===== src/common/gdmfsm_regs.vh =====
// Constants of the gate driver operating-mode state machine
`ifndef GDMFSM_REGS_VH
`define GDMFSM_REGS_VH
`define GDM_MODE_W        3
`define GDM_MODE_DEFAULT  3'h0
`define GDM_MODE_ERROR    3'h1
`define GDM_MODE_CONFIG   3'h2
`define GDM_MODE_CONFIGD  3'h3
`define GDM_MODE_ACTIVE   3'h4
`define GDM_MODE_VERIFY   3'h5
`define GDM_MODE_WEAK     3'h6
`define GDM_LOCK_CYCLES   9'h100
`define GDM_LOCK_W        9
`define GDM_VMTO_CYCLES   16'h1000
`define GDM_VMTO_W        16
`define GDM_ERR_W         6
`define GDM_ERR_DESATURATION_FAULT     0
`define GDM_ERR_OCP       1
`define GDM_ERR_EN        2
`define GDM_ERR_ADC       3
`define GDM_ERR_UVLO      4
`define GDM_ERR_VMTO      5
`endif


===== src/logic/gdm_mode_fsm.v =====
// Operating-mode state machine of the isolated gate driver
`timescale 1ns/10ps
`default_nettype none
`include "gdmfsm_regs.vh"
module gdm_mode_fsm #(
  parameter VMTO_CYCLES = `GDM_VMTO_CYCLES
) (
  input  wire                   sys_clk,
  input  wire                   reset,
  input  wire                   enable_pin,
  input  wire                   pwm_input,
  input  wire                   desaturation_fault,
  input  wire                   overcurrent_fault,
  input  wire                   adc_boundary_fault,
  input  wire                   adc_boundary_en,
  input  wire                   secondary_undervoltage_lockout,
  input  wire                   class_c_event,
  input  wire                   begin_configuration_command,
  input  wire                   exit_configuration_command,
  input  wire                   begin_verification_command,
  input  wire                   clear_sticky_bit,
  input  wire                   output_tristate,
  input  wire                   cfg_write_req,
  output reg  [`GDM_MODE_W-1:0] current_mode_field,
  output reg                    gate_on,
  output reg                    gate_weak_on,
  output reg                    gate_tristate,
  output reg                    safe_turn_off,
  output reg                    regular_turn_off,
  output reg  [`GDM_ERR_W-1:0]  error_sticky,
  output reg                    class_a_fault_pin_n,
  output reg                    class_b_fault_pin_n,
  output reg                    reset_ready_pin,
  output reg                    enabled_state,
  output reg                    active_state,
  output reg                    config_write_ok,
  output reg                    command_error,
  output reg                    reenable_locked
);
  localparam [`GDM_VMTO_W-1:0] VMTO_LIMIT = VMTO_CYCLES[`GDM_VMTO_W-1:0];

  // Pins from the primary side are asynchronous
  wire [6:0] pin_s;
  gdm_sync #(.W(7)) u_sync (
    .sys_clk  (sys_clk),
    .reset    (reset),
    .async_in ({enable_pin, pwm_input, desaturation_fault, overcurrent_fault,
                adc_boundary_fault, secondary_undervoltage_lockout, output_tristate}),
    .sync_out (pin_s)
  );
  wire en_s    = pin_s[6];
  wire pwm_s   = pin_s[5];
  wire desaturation_fault_s = pin_s[4];
  wire ocp_s   = pin_s[3];
  wire adc_s   = pin_s[2];
  wire uvlo_s  = pin_s[1];
  wire tri_s   = pin_s[0];

  reg [`GDM_MODE_W-1:0] mode_q, mode_d;
  reg                   en_prev_q;
  reg                   desaturation_fault_prev_q, ocp_prev_q, adc_prev_q, uvlo_prev_q;
  reg                   pend_cfg_q, pend_cfg_d;
  reg [`GDM_LOCK_W-1:0] lock_q;
  reg [`GDM_VMTO_W-1:0] vmto_q;
  reg                   vmto_run_q;
  reg                   ready_q;

  function is_enabled_mode;
    input [`GDM_MODE_W-1:0] m;
    begin
      is_enabled_mode = (m == `GDM_MODE_ACTIVE) || (m == `GDM_MODE_WEAK);
    end
  endfunction

  // Edge-detected events; a level fault fires once per occurrence
  wire en_rise   = en_s & ~en_prev_q;
  wire en_fall   = ~en_s & en_prev_q;
  wire desaturation_fault_ev  = desaturation_fault_s & ~desaturation_fault_prev_q;
  wire ocp_ev    = ocp_s & ~ocp_prev_q;
  wire adc_ev    = adc_boundary_en & adc_s & ~adc_prev_q;
  wire safe_ev   = desaturation_fault_ev | ocp_ev;
  wire class_a   = safe_ev | en_fall | adc_ev;
  wire vmto_ev   = vmto_run_q && (vmto_q == VMTO_LIMIT - 16'h0001);
  wire uvlo_ev   = uvlo_s & ~uvlo_prev_q;
  wire class_b   = uvlo_ev | vmto_ev;
  wire class_b_cond = uvlo_s;
  wire a_trans   = class_a && ((mode_q == `GDM_MODE_ACTIVE) || (mode_q == `GDM_MODE_WEAK));
  wire b_trans   = class_b && (mode_q != `GDM_MODE_ERROR);
  wire emergency_shutdown_sequence       = class_a | class_b;
  wire locked    = (lock_q != {`GDM_LOCK_W{1'b0}});

  // Next mode; Class B first, then Class A, then commands and enable.
  // Class C events have no path into this decision.
  always @* begin
    mode_d     = mode_q;
    pend_cfg_d = pend_cfg_q;
    if (class_b) begin
      mode_d = `GDM_MODE_ERROR;
      if (begin_configuration_command && mode_q == `GDM_MODE_ERROR)
        pend_cfg_d = 1'b1;
    end else if (class_a) begin
      if (mode_q == `GDM_MODE_ACTIVE)
        mode_d = `GDM_MODE_CONFIGD;
      else if (mode_q == `GDM_MODE_WEAK)
        mode_d = `GDM_MODE_VERIFY;
    end else begin
      case (mode_q)
        `GDM_MODE_DEFAULT: begin
          if (begin_configuration_command)
            mode_d = `GDM_MODE_CONFIG;
        end
        `GDM_MODE_ERROR: begin
          if (begin_configuration_command || pend_cfg_q) begin
            if (class_b_cond)
              pend_cfg_d = 1'b1;
            else begin
              mode_d     = `GDM_MODE_CONFIG;
              pend_cfg_d = 1'b0;
            end
          end else if (clear_sticky_bit && !class_b_cond)
            mode_d = `GDM_MODE_DEFAULT;
        end
        `GDM_MODE_CONFIG: begin
          if (exit_configuration_command)
            mode_d = `GDM_MODE_CONFIGD;
          else if (begin_verification_command)
            mode_d = `GDM_MODE_VERIFY;
        end
        `GDM_MODE_CONFIGD: begin
          if (en_rise && !locked)
            mode_d = `GDM_MODE_ACTIVE;
        end
        `GDM_MODE_VERIFY: begin
          if (en_rise && !locked)
            mode_d = `GDM_MODE_WEAK;
        end
        `GDM_MODE_ACTIVE: mode_d = mode_q;
        `GDM_MODE_WEAK:   mode_d = mode_q;
        default: mode_d = `GDM_MODE_DEFAULT;
      endcase
    end
    if (mode_d != `GDM_MODE_ERROR)
      pend_cfg_d = 1'b0;
  end

  // Illegal commands are reported but never move the mode
  wire cmd_bad = (begin_configuration_command &&
                  !(mode_q == `GDM_MODE_DEFAULT || mode_q == `GDM_MODE_ERROR)) ||
                 ((exit_configuration_command || begin_verification_command) &&
                  mode_q != `GDM_MODE_CONFIG);

  always @(posedge sys_clk or posedge reset) begin
    if (reset) begin
      mode_q       <= `GDM_MODE_DEFAULT;
      pend_cfg_q   <= 1'b0;
      en_prev_q    <= 1'b0;
      desaturation_fault_prev_q <= 1'b0;
      ocp_prev_q   <= 1'b0;
      adc_prev_q   <= 1'b0;
      uvlo_prev_q  <= 1'b0;
      lock_q       <= `GDM_LOCK_CYCLES;
      vmto_q       <= {`GDM_VMTO_W{1'b0}};
      vmto_run_q   <= 1'b0;
      ready_q      <= 1'b0;
    end else begin
      mode_q       <= mode_d;
      pend_cfg_q   <= pend_cfg_d;
      en_prev_q    <= en_s;
      desaturation_fault_prev_q <= desaturation_fault_s;
      ocp_prev_q   <= ocp_s;
      adc_prev_q   <= adc_s;
      uvlo_prev_q  <= uvlo_s;
      ready_q      <= 1'b1;
      // Reload on every emergency turn-off, so the window restarts
      if (emergency_shutdown_sequence)
        lock_q <= `GDM_LOCK_CYCLES;
      else if (locked)
        lock_q <= lock_q - 9'h001;
      // Not restarted by entering weak active mode
      if (mode_q == `GDM_MODE_CONFIG && mode_d == `GDM_MODE_VERIFY) begin
        vmto_run_q <= 1'b1;
        vmto_q     <= {`GDM_VMTO_W{1'b0}};
      end else if (mode_d != `GDM_MODE_VERIFY && mode_d != `GDM_MODE_WEAK) begin
        vmto_run_q <= 1'b0;
      end else if (vmto_run_q) begin
        vmto_q <= vmto_q + 16'h0001;
      end
    end
  end

  // Registered outputs
  always @(posedge sys_clk or posedge reset) begin
    if (reset) begin
      current_mode_field  <= `GDM_MODE_DEFAULT;
      gate_on             <= 1'b0;
      gate_weak_on        <= 1'b0;
      gate_tristate       <= 1'b0;
      safe_turn_off       <= 1'b0;
      regular_turn_off    <= 1'b0;
      error_sticky        <= {`GDM_ERR_W{1'b0}};
      class_a_fault_pin_n <= 1'b1;
      class_b_fault_pin_n <= 1'b1;
      reset_ready_pin     <= 1'b0;
      enabled_state       <= 1'b0;
      active_state        <= 1'b0;
      config_write_ok     <= 1'b0;
      command_error       <= 1'b0;
      reenable_locked     <= 1'b1;
    end else begin
      current_mode_field  <= mode_d;
      gate_on             <= pwm_s && (mode_d == `GDM_MODE_ACTIVE) && !tri_s;
      gate_weak_on        <= pwm_s && (mode_d == `GDM_MODE_WEAK) && !tri_s;
      gate_tristate       <= tri_s;
      safe_turn_off       <= safe_ev;
      regular_turn_off    <= (class_a && !safe_ev) || class_b;
      // Set wins over clear-sticky in the same cycle
      error_sticky        <= (clear_sticky_bit ? {`GDM_ERR_W{1'b0}} : error_sticky) |
                             {vmto_ev, uvlo_ev, adc_ev, en_fall, ocp_ev, desaturation_fault_ev};
      // Stays low until clear-sticky, in any mode; commands do not release it
      if (a_trans || (adc_ev && mode_q != `GDM_MODE_ACTIVE && mode_q != `GDM_MODE_WEAK))
        class_a_fault_pin_n <= 1'b0;
      else if (clear_sticky_bit)
        class_a_fault_pin_n <= 1'b1;
      if (b_trans)
        class_b_fault_pin_n <= 1'b0;
      else if (clear_sticky_bit)
        class_b_fault_pin_n <= 1'b1;
      reset_ready_pin     <= ready_q;
      enabled_state       <= is_enabled_mode(mode_d);
      active_state        <= (mode_d == `GDM_MODE_ACTIVE);
      // Class A never blocks configuration writes; they are granted only in configuration mode
      config_write_ok     <= cfg_write_req && (mode_q == `GDM_MODE_CONFIG);
      command_error       <= cmd_bad | class_c_event;
      reenable_locked     <= emergency_shutdown_sequence | (lock_q > 9'h001);
    end
  end
endmodule // gdm_mode_fsm
`default_nettype wire


===== src/logic/gdm_sync.v =====
// Two-flop synchroniser for a group of asynchronous pins
`timescale 1ns/10ps
`default_nettype none
module gdm_sync #(
  parameter W = 1
) (
  input  wire         sys_clk,
  input  wire         reset,
  input  wire [W-1:0] async_in,
  output reg  [W-1:0] sync_out
);
  reg [W-1:0] meta_q;
  always @(posedge sys_clk or posedge reset) begin
    if (reset) begin
      meta_q   <= {W{1'b0}};
      sync_out <= {W{1'b0}};
    end else begin
      meta_q   <= async_in;
      sync_out <= meta_q;
    end
  end
endmodule // gdm_sync
`default_nettype wire


===== config.mk =====
export PLATFORM = sky130hd
export DESIGN_NAME = gdm_mode_fsm
export DESIGN_NICKNAME = d
export VERILOG_FILES = /design/src/logic/gdm_mode_fsm.v /design/src/logic/gdm_sync.v
export VERILOG_INCLUDE_DIRS = /design/src /design/src/common
export SDC_FILE = /design/constraint.sdc
export NUM_CORES = 1
export LEC_CHECK = 0
export BUFFER_PORTS_ARGS = -buffer_cell sky130_fd_sc_hd__buf_2
export CAP_MARGIN = 5
export CELL_PAD_IN_SITES_DETAIL_PLACEMENT = 1
export CELL_PAD_IN_SITES_GLOBAL_PLACEMENT = 1
export CORE_ASPECT_RATIO = 0.7
export CORE_MARGIN = 2
export CORE_UTILIZATION = 32
export CTS_CLUSTER_DIAMETER = 100
export DETAILED_ROUTE_END_ITERATION = 10
export GPL_ROUTABILITY_DRIVEN = 0
export PLACE_DENSITY = 0.66
export SLEW_MARGIN = 20
export SYNTH_ARGS = -nofsm -noshare
export SYNTH_HDL_FRONTEND = slang
export SYNTH_SLANG_ARGS = --single-unit

===== constraint.sdc =====
create_clock -name sys_clk -period 2.45 [get_ports sys_clk]
set_input_delay 0.1225 -clock sys_clk [delete_from_list [all_inputs] [get_ports sys_clk]]
set_output_delay 0.1225 -clock sys_clk [all_outputs]
set_load 0.005 [all_outputs]

Word-level counts from Yosys, hierarchy flattened --
Cells that the tools add are included.
Operators by class: bitwise operators 21, reductions and logical operators 43, eq/ne operators 20, multiplexer cells 31, add/subtract/negate cells 2, $lt $le $gt $ge 1
Operators with widths (count):
- $mux W16 | 3
- $mux W3 | 12
- $eq A3 B3 Y1 const B | 6
- $logic_and A1 B1 Y1 | 18
- $mux W9 | 2
- $pmux W3 S6 | 1
- $add A16 B1 Y16 const B | 1
- $eq A16 B12 Y1 const B | 1
- $mux W1 | 12
- $ne A3 B1 Y1 const B | 4
- $ne A3 B3 Y1 const B | 4
- $reduce_bool A2 Y1 | 5
- $gt A9 B1 Y1 const B | 1
- $reduce_bool A9 Y1 | 1
- $sub A9 B1 Y9 const B | 1
- $logic_or A1 B1 Y1 | 8
- $and A1 B1 Y1 | 7
- $or A1 B1 Y1 | 7
- $eq A3 B2 Y1 const B | 2
- $mux W6 | 1
- $not A1 Y1 | 6
- $or A6 B6 Y6 | 1
- $reduce_bool A3 Y1 | 2
- $logic_not A1 Y1 | 5
- 7 further kinds | 7
Word-level totals: register bits after elaboration 69, output and inout bits 22

Longest topological paths before layout --
word-level depth 11, depth in mapped cells 13, depth with buffers taken out 12

By module --
From an unflattened synthesis, not the netlist that was laid out.
Second synthesis, totals: cell total of the unflattened synthesis 301, area total of the unflattened synthesis 3179.3 um2
Modules (own cells, without submodules):
- gdm_mode_fsm | sequential area each 1381.3 um2, instances 1, area each 2825.2 um2, cells each 286
- gdm_sync | sequential area each 350.3 um2, instances 1, area each 354.1 um2, cells each 15

Worst setup path after synthesis --
OpenSTA, ideal clock, no wires.
kind flip-flop to flip-flop, start reg lock_q[2], end reg vmto_q[0], arrival time 2.580 ns, stages on the path, launching flop included 11, path slack -0.210 ns, required time 2.370 ns, setup time 0.080 ns, path through dfrtp_1 or4_4 nor3_4 mux2i_1 a31oi_1 a311o_2 a41o_1 nor2_2 buf_6 inv_4 mux2i_4
On the way: longest elaborated chain between the ends 11, elaborated cells between the ends (all ways) 17, classes of those cells 4 x eq/ne; 6 x mux; 7 x reduce/logical
Ends and longest elaborated chain:
- start, declared | line gdm_mode_fsm.v:63 | reg [`GDM_LOCK_W-1:0] lock_q;
- start signal, assigned | line gdm_mode_fsm.v:161 | lock_q <= `GDM_LOCK_CYCLES;
- start signal, assigned | line gdm_mode_fsm.v:176 | lock_q <= `GDM_LOCK_CYCLES;
- start signal, assigned | line gdm_mode_fsm.v:178 | lock_q <= lock_q - 9'h001;
- $reduce_bool A9 Y1 (*) | line gdm_mode_fsm.v:90 | wire locked = (lock_q != {`GDM_LOCK_W{1'b0}});
- $logic_not A1 Y1 (*) | line gdm_mode_fsm.v:130, gdm_mode_fsm.v:134
- $logic_and A1 B1 Y1 (*) | line gdm_mode_fsm.v:130, gdm_mode_fsm.v:134
- $mux W3, on equally long branches | line gdm_mode_fsm.v:134, gdm_mode_fsm.v:130
- $pmux W3 S6 (*) | line gdm_mode_fsm.v:107 | case (mode_q)
- $mux W3 (*) | line gdm_mode_fsm.v:101 | end else if (class_a) begin
- $mux W3 (*) | line gdm_mode_fsm.v:97 | if (class_b) begin
- $eq A3 B3 Y1 (no source line) / $ne A3 B3 Y1 (equally long branches)
- $logic_and A1 B1 Y1 (no source line)
- $ne A2 B2 Y1 (no source line) / $reduce_bool A2 Y1 (equally long branches)
- $reduce_and A2 Y1 (no source line)
- end signal, assigned | line gdm_mode_fsm.v:162 | vmto_q <= {`GDM_VMTO_W{1'b0}};
- end signal, assigned | line gdm_mode_fsm.v:182 | vmto_q <= {`GDM_VMTO_W{1'b0}};
- end signal, assigned | line gdm_mode_fsm.v:186 | vmto_q <= vmto_q + 16'h0001;
- end, declared | line gdm_mode_fsm.v:64 | reg [`GDM_VMTO_W-1:0] vmto_q;
Mark *: on every way between the ends. The rest lies on a longest branch, timed or not. A chain may end at the register's enable or synchronous reset.

Worst setup path in the final report --
start reg lock_q[5], end reg vmto_q[0]
Same word-level chain as after synthesis.

==> results.md <==
* Outcome: finished, violations left
* Failing checks: negative setup slack
* Post-synth ARST share at 100.0%
* Max clock buf depth at 2
* Pin count of the biggest net entering global routing at 39
* Later-pin clock latency in the skew report at 0.34 ns
* RSZ-0062 raised after global routing: true
* FF-to-FF Start: lock_q[5]
* P&R area growth vs syn at 42.31%
* Routed wire per std cell at 16.36 um
* Crit Path Class: reg2reg
* Crit share post-route at 108.5%
* Hold Vio Cnt, Final at 0
* Total global-route track usage at 17.40%
* MaxCap Viol Count at 0
* Final Critical Period at 2.659 ns
* Crit path capture type: flop
* Top cells by area, synth: dfrtp_1 (51%), dfstp_2 (3.3%), nand2_1 (3.3%), nor2_1 (3.3%), o21ai_0 (2.4%)
* Die X at 123.1 um
* Final setup viols at 19
* Total vias in the final route at 2672
* Post-synth top flop: dfrtp_1
* Crit path largest cell delay at 0.58 ns
* Starting density of the core at 32.83%
* Worst Hold Class: in2reg
* CP startpoint: lock_q[5]
* Relative slew slack at 52.78%
* Buffers and inverters on the worst path at 2
* Lkg Pwr at ~2.2 nW
* Req. time, crit path at 2.71 ns
* Synthesized Nets at 317
* Clock skew at 0.007373 ns
* Clk root buf: clkbuf_16
* CTS tree: yes
* DRC at 0
* Clock slew at reported path FFs at roughly 0.060 ns
* Synth Warn # at 0
* Die ar. at 0.01076 mm2
* DP Worst Slack at -0.2346 ns
* CP arrival at 2.92 ns
* Seq/Total Area, Yosys at 54.47%
* Fin util at 46.72%
* CP cell instances: or4_4 > nor3_4 > mux2i_1 > a31oi_1 > a311o_2 > a41o_1 > nor2_4 > buf_12 > inv_6 > mux2i_4
* Post-synth EDFFs at 0
* #FFs+latches synth at 69
* Diode count at 0
* First-pass GRT wire length at 14.11 mm
* Cells after synthesis at just under 300
* Power per cell area at 795.5 mW/mm2
* Syn Area/Cell at 10.70 um2
* GR Overflow Total at 0
* Unique cell type count in the Yosys netlist at between 60 and 70
* Slowest cell on the critical path: or4_4
* Synth area leader: dfrtp_1
* Dominant cell by count in the synthesized netlist: dfrtp_1
* Slew at the pin closest to its max-slew limit at 0.7073 ns
* DRT iter0 DRCs at 95
* Layout cells sized above 1 at 40.24%
* Hold Startpoint: cfg_write_req
* I/O Buffers at 37
* Startpoint types: flop
* Final #Nets at 430
* Fmax at about 380 MHz
* Vias in the first global route at 2750
* DR pass1 iterations at 4
* Final wirelength at 8.883 mm
* Fill cells at around 1100
* CTS H-tree lvls at 3
* Fin. max-slew vios at 0
* Row count at 30
* Post-synth top area share at 51.16%
* DRT antenna net count at 0
* Sink Count at 69
* CP top delay family: simple AND/OR/NAND/NOR gates
* Commonest cells in the netlist: dfrtp_1 (65), nand2_1 (28), nor2_1 (28)
* Core ar. at 0.009684 mm2
* Mapped Area at 0.003179 mm2
* Die height at 87.40 um
* Hpwl dp at 6.206 mm
* Final Worst Setup Slack at -0.2092 ns
* DR vias/cell at 4.921
* Initial antenna violation count at 0
* I/O Pins at 38
* Worst vdd ir at 0.4745 mV
* Num CTS Buffers at 9
* Worst-path fanout max at 15
==> cell type report <==
class	instances	area (um2)	share of cell area [%]
clock buffer	9	225.2	4.978
clock inverter	7	103.9	2.295
inverter	20	82.58	1.825
multi-input combinational	202	1444	31.91
sequential	69	1732	38.27
tap	128	160.2	3.540
timing repair buffer	108	777.0	17.17
==> report_power, final <==
part	switching (W)	leakage (nW)	internal, W
Clock	0.000530	0.161	0.000907
Sequential	0.0000732	0.867	0.00124
Combinational	0.000461	1.13	0.000386
==> cell usage in the layout (no fill, tap or decap), types with 6 or more instances in the layout <==
cell           synthesis  final
nor2_1                28     26
buf_2                  1     37
buf_4                  0     57
or3_1                  7      7
a21o_1                 7      7
nand3_1                8      7
o21ai_0               15     15
a21oi_1               11      6
inv_1                 18     14
nand2_1               28     27
clkbuf_16              0      9
nor3_1                10      9
a211o_1                7      7
nand2b_1               6      6
dlygate4sd3_1          0      9
dfrtp_1               65     65
==> sequential cells by signal, summed over array words and instances, names as in the netlist, 3 cells and up <==
name	cells
u_sync.meta_q	7
lock_q	9
vmto_q	16
u_sync.sync_out	7
error_sticky	6
current_mode_field	3
==> repair_timing <==
action,in CTS,in global routing
gates resized for setup,3,16
hold buffers,9,0
cloned,0,3
setup endpoints to repair,18,19
setup buffers,1,5
pin swaps,2,5
hold endpoints to repair,36,0
==> worst paths after layout <==
path	to	slack (ns)	cells past startpoint
setup / recovery	vmto_q[0]	-0.21	10
hold / removal	config_write_ok	0.05	2
setup reg to reg	vmto_q[0]	-0.21	10
hold reg to reg	u_sync.sync_out[0]	0.35	0
max in group asynchronous	class_b_fault_pin_n	1.27	4
min in group asynchronous	ready_q	0.46	3
==> layer usage <==
| layer | wire length [um] | vias to the layer above | global-route usage [%] |
|---|---|---|---|
| met5 | 0 | - | 0 |
| met4 | 95 | 0 | 4.959 |
| met3 | 488 | 10 | 5.366 |
| met2 | 3675 | 56 | 24.28 |
| met1 | 4624 | 1326 | 25.79 |
| li1 | - | 1280 | - |
==> logic make-up after synthesis <==
logic type                 after synthesis  share of synthesized area (%)
and+or+nand+nor                        120                          20.70
DFF                                     69                          54.47
AOI/OAI and AO/OA                       63                          14.88
buffers and inverters                   29                          4.525
muxes                                    4                          1.810
adders and majority gates                4                          1.574
xor gates and xnor gates                 7                          1.928
other                                    1                         0.1180
==> through the flow <==
| stage | hold slack, ns | instances | power, W | instance area [um2] | setup TNS (ns) |
|---|---|---|---|---|---|
| 4_1_cts | 0.03644 | 535 | 0.003576 | 4393 | -2.892 |
| 2_1_floorplan | 0.1539 | 297 | 0.001763 | 3228 | -1.262 |
| 5_1_grt | 0.04547 | 543 | 0.003784 | 4524 | -5.471 |
| 6_report | 0.04635 | 543 | 0.003599 | 4524 | -3.116 |
| 3_5_place_dp | 0.2322 | 509 | 0.002097 | 3954 | -2.731 |
| 3_3_place_gp | 0.2299 | 509 | 0.002072 | 3954 | -2.139 |
No activity file was read; power rests on OpenSTA's default activity.
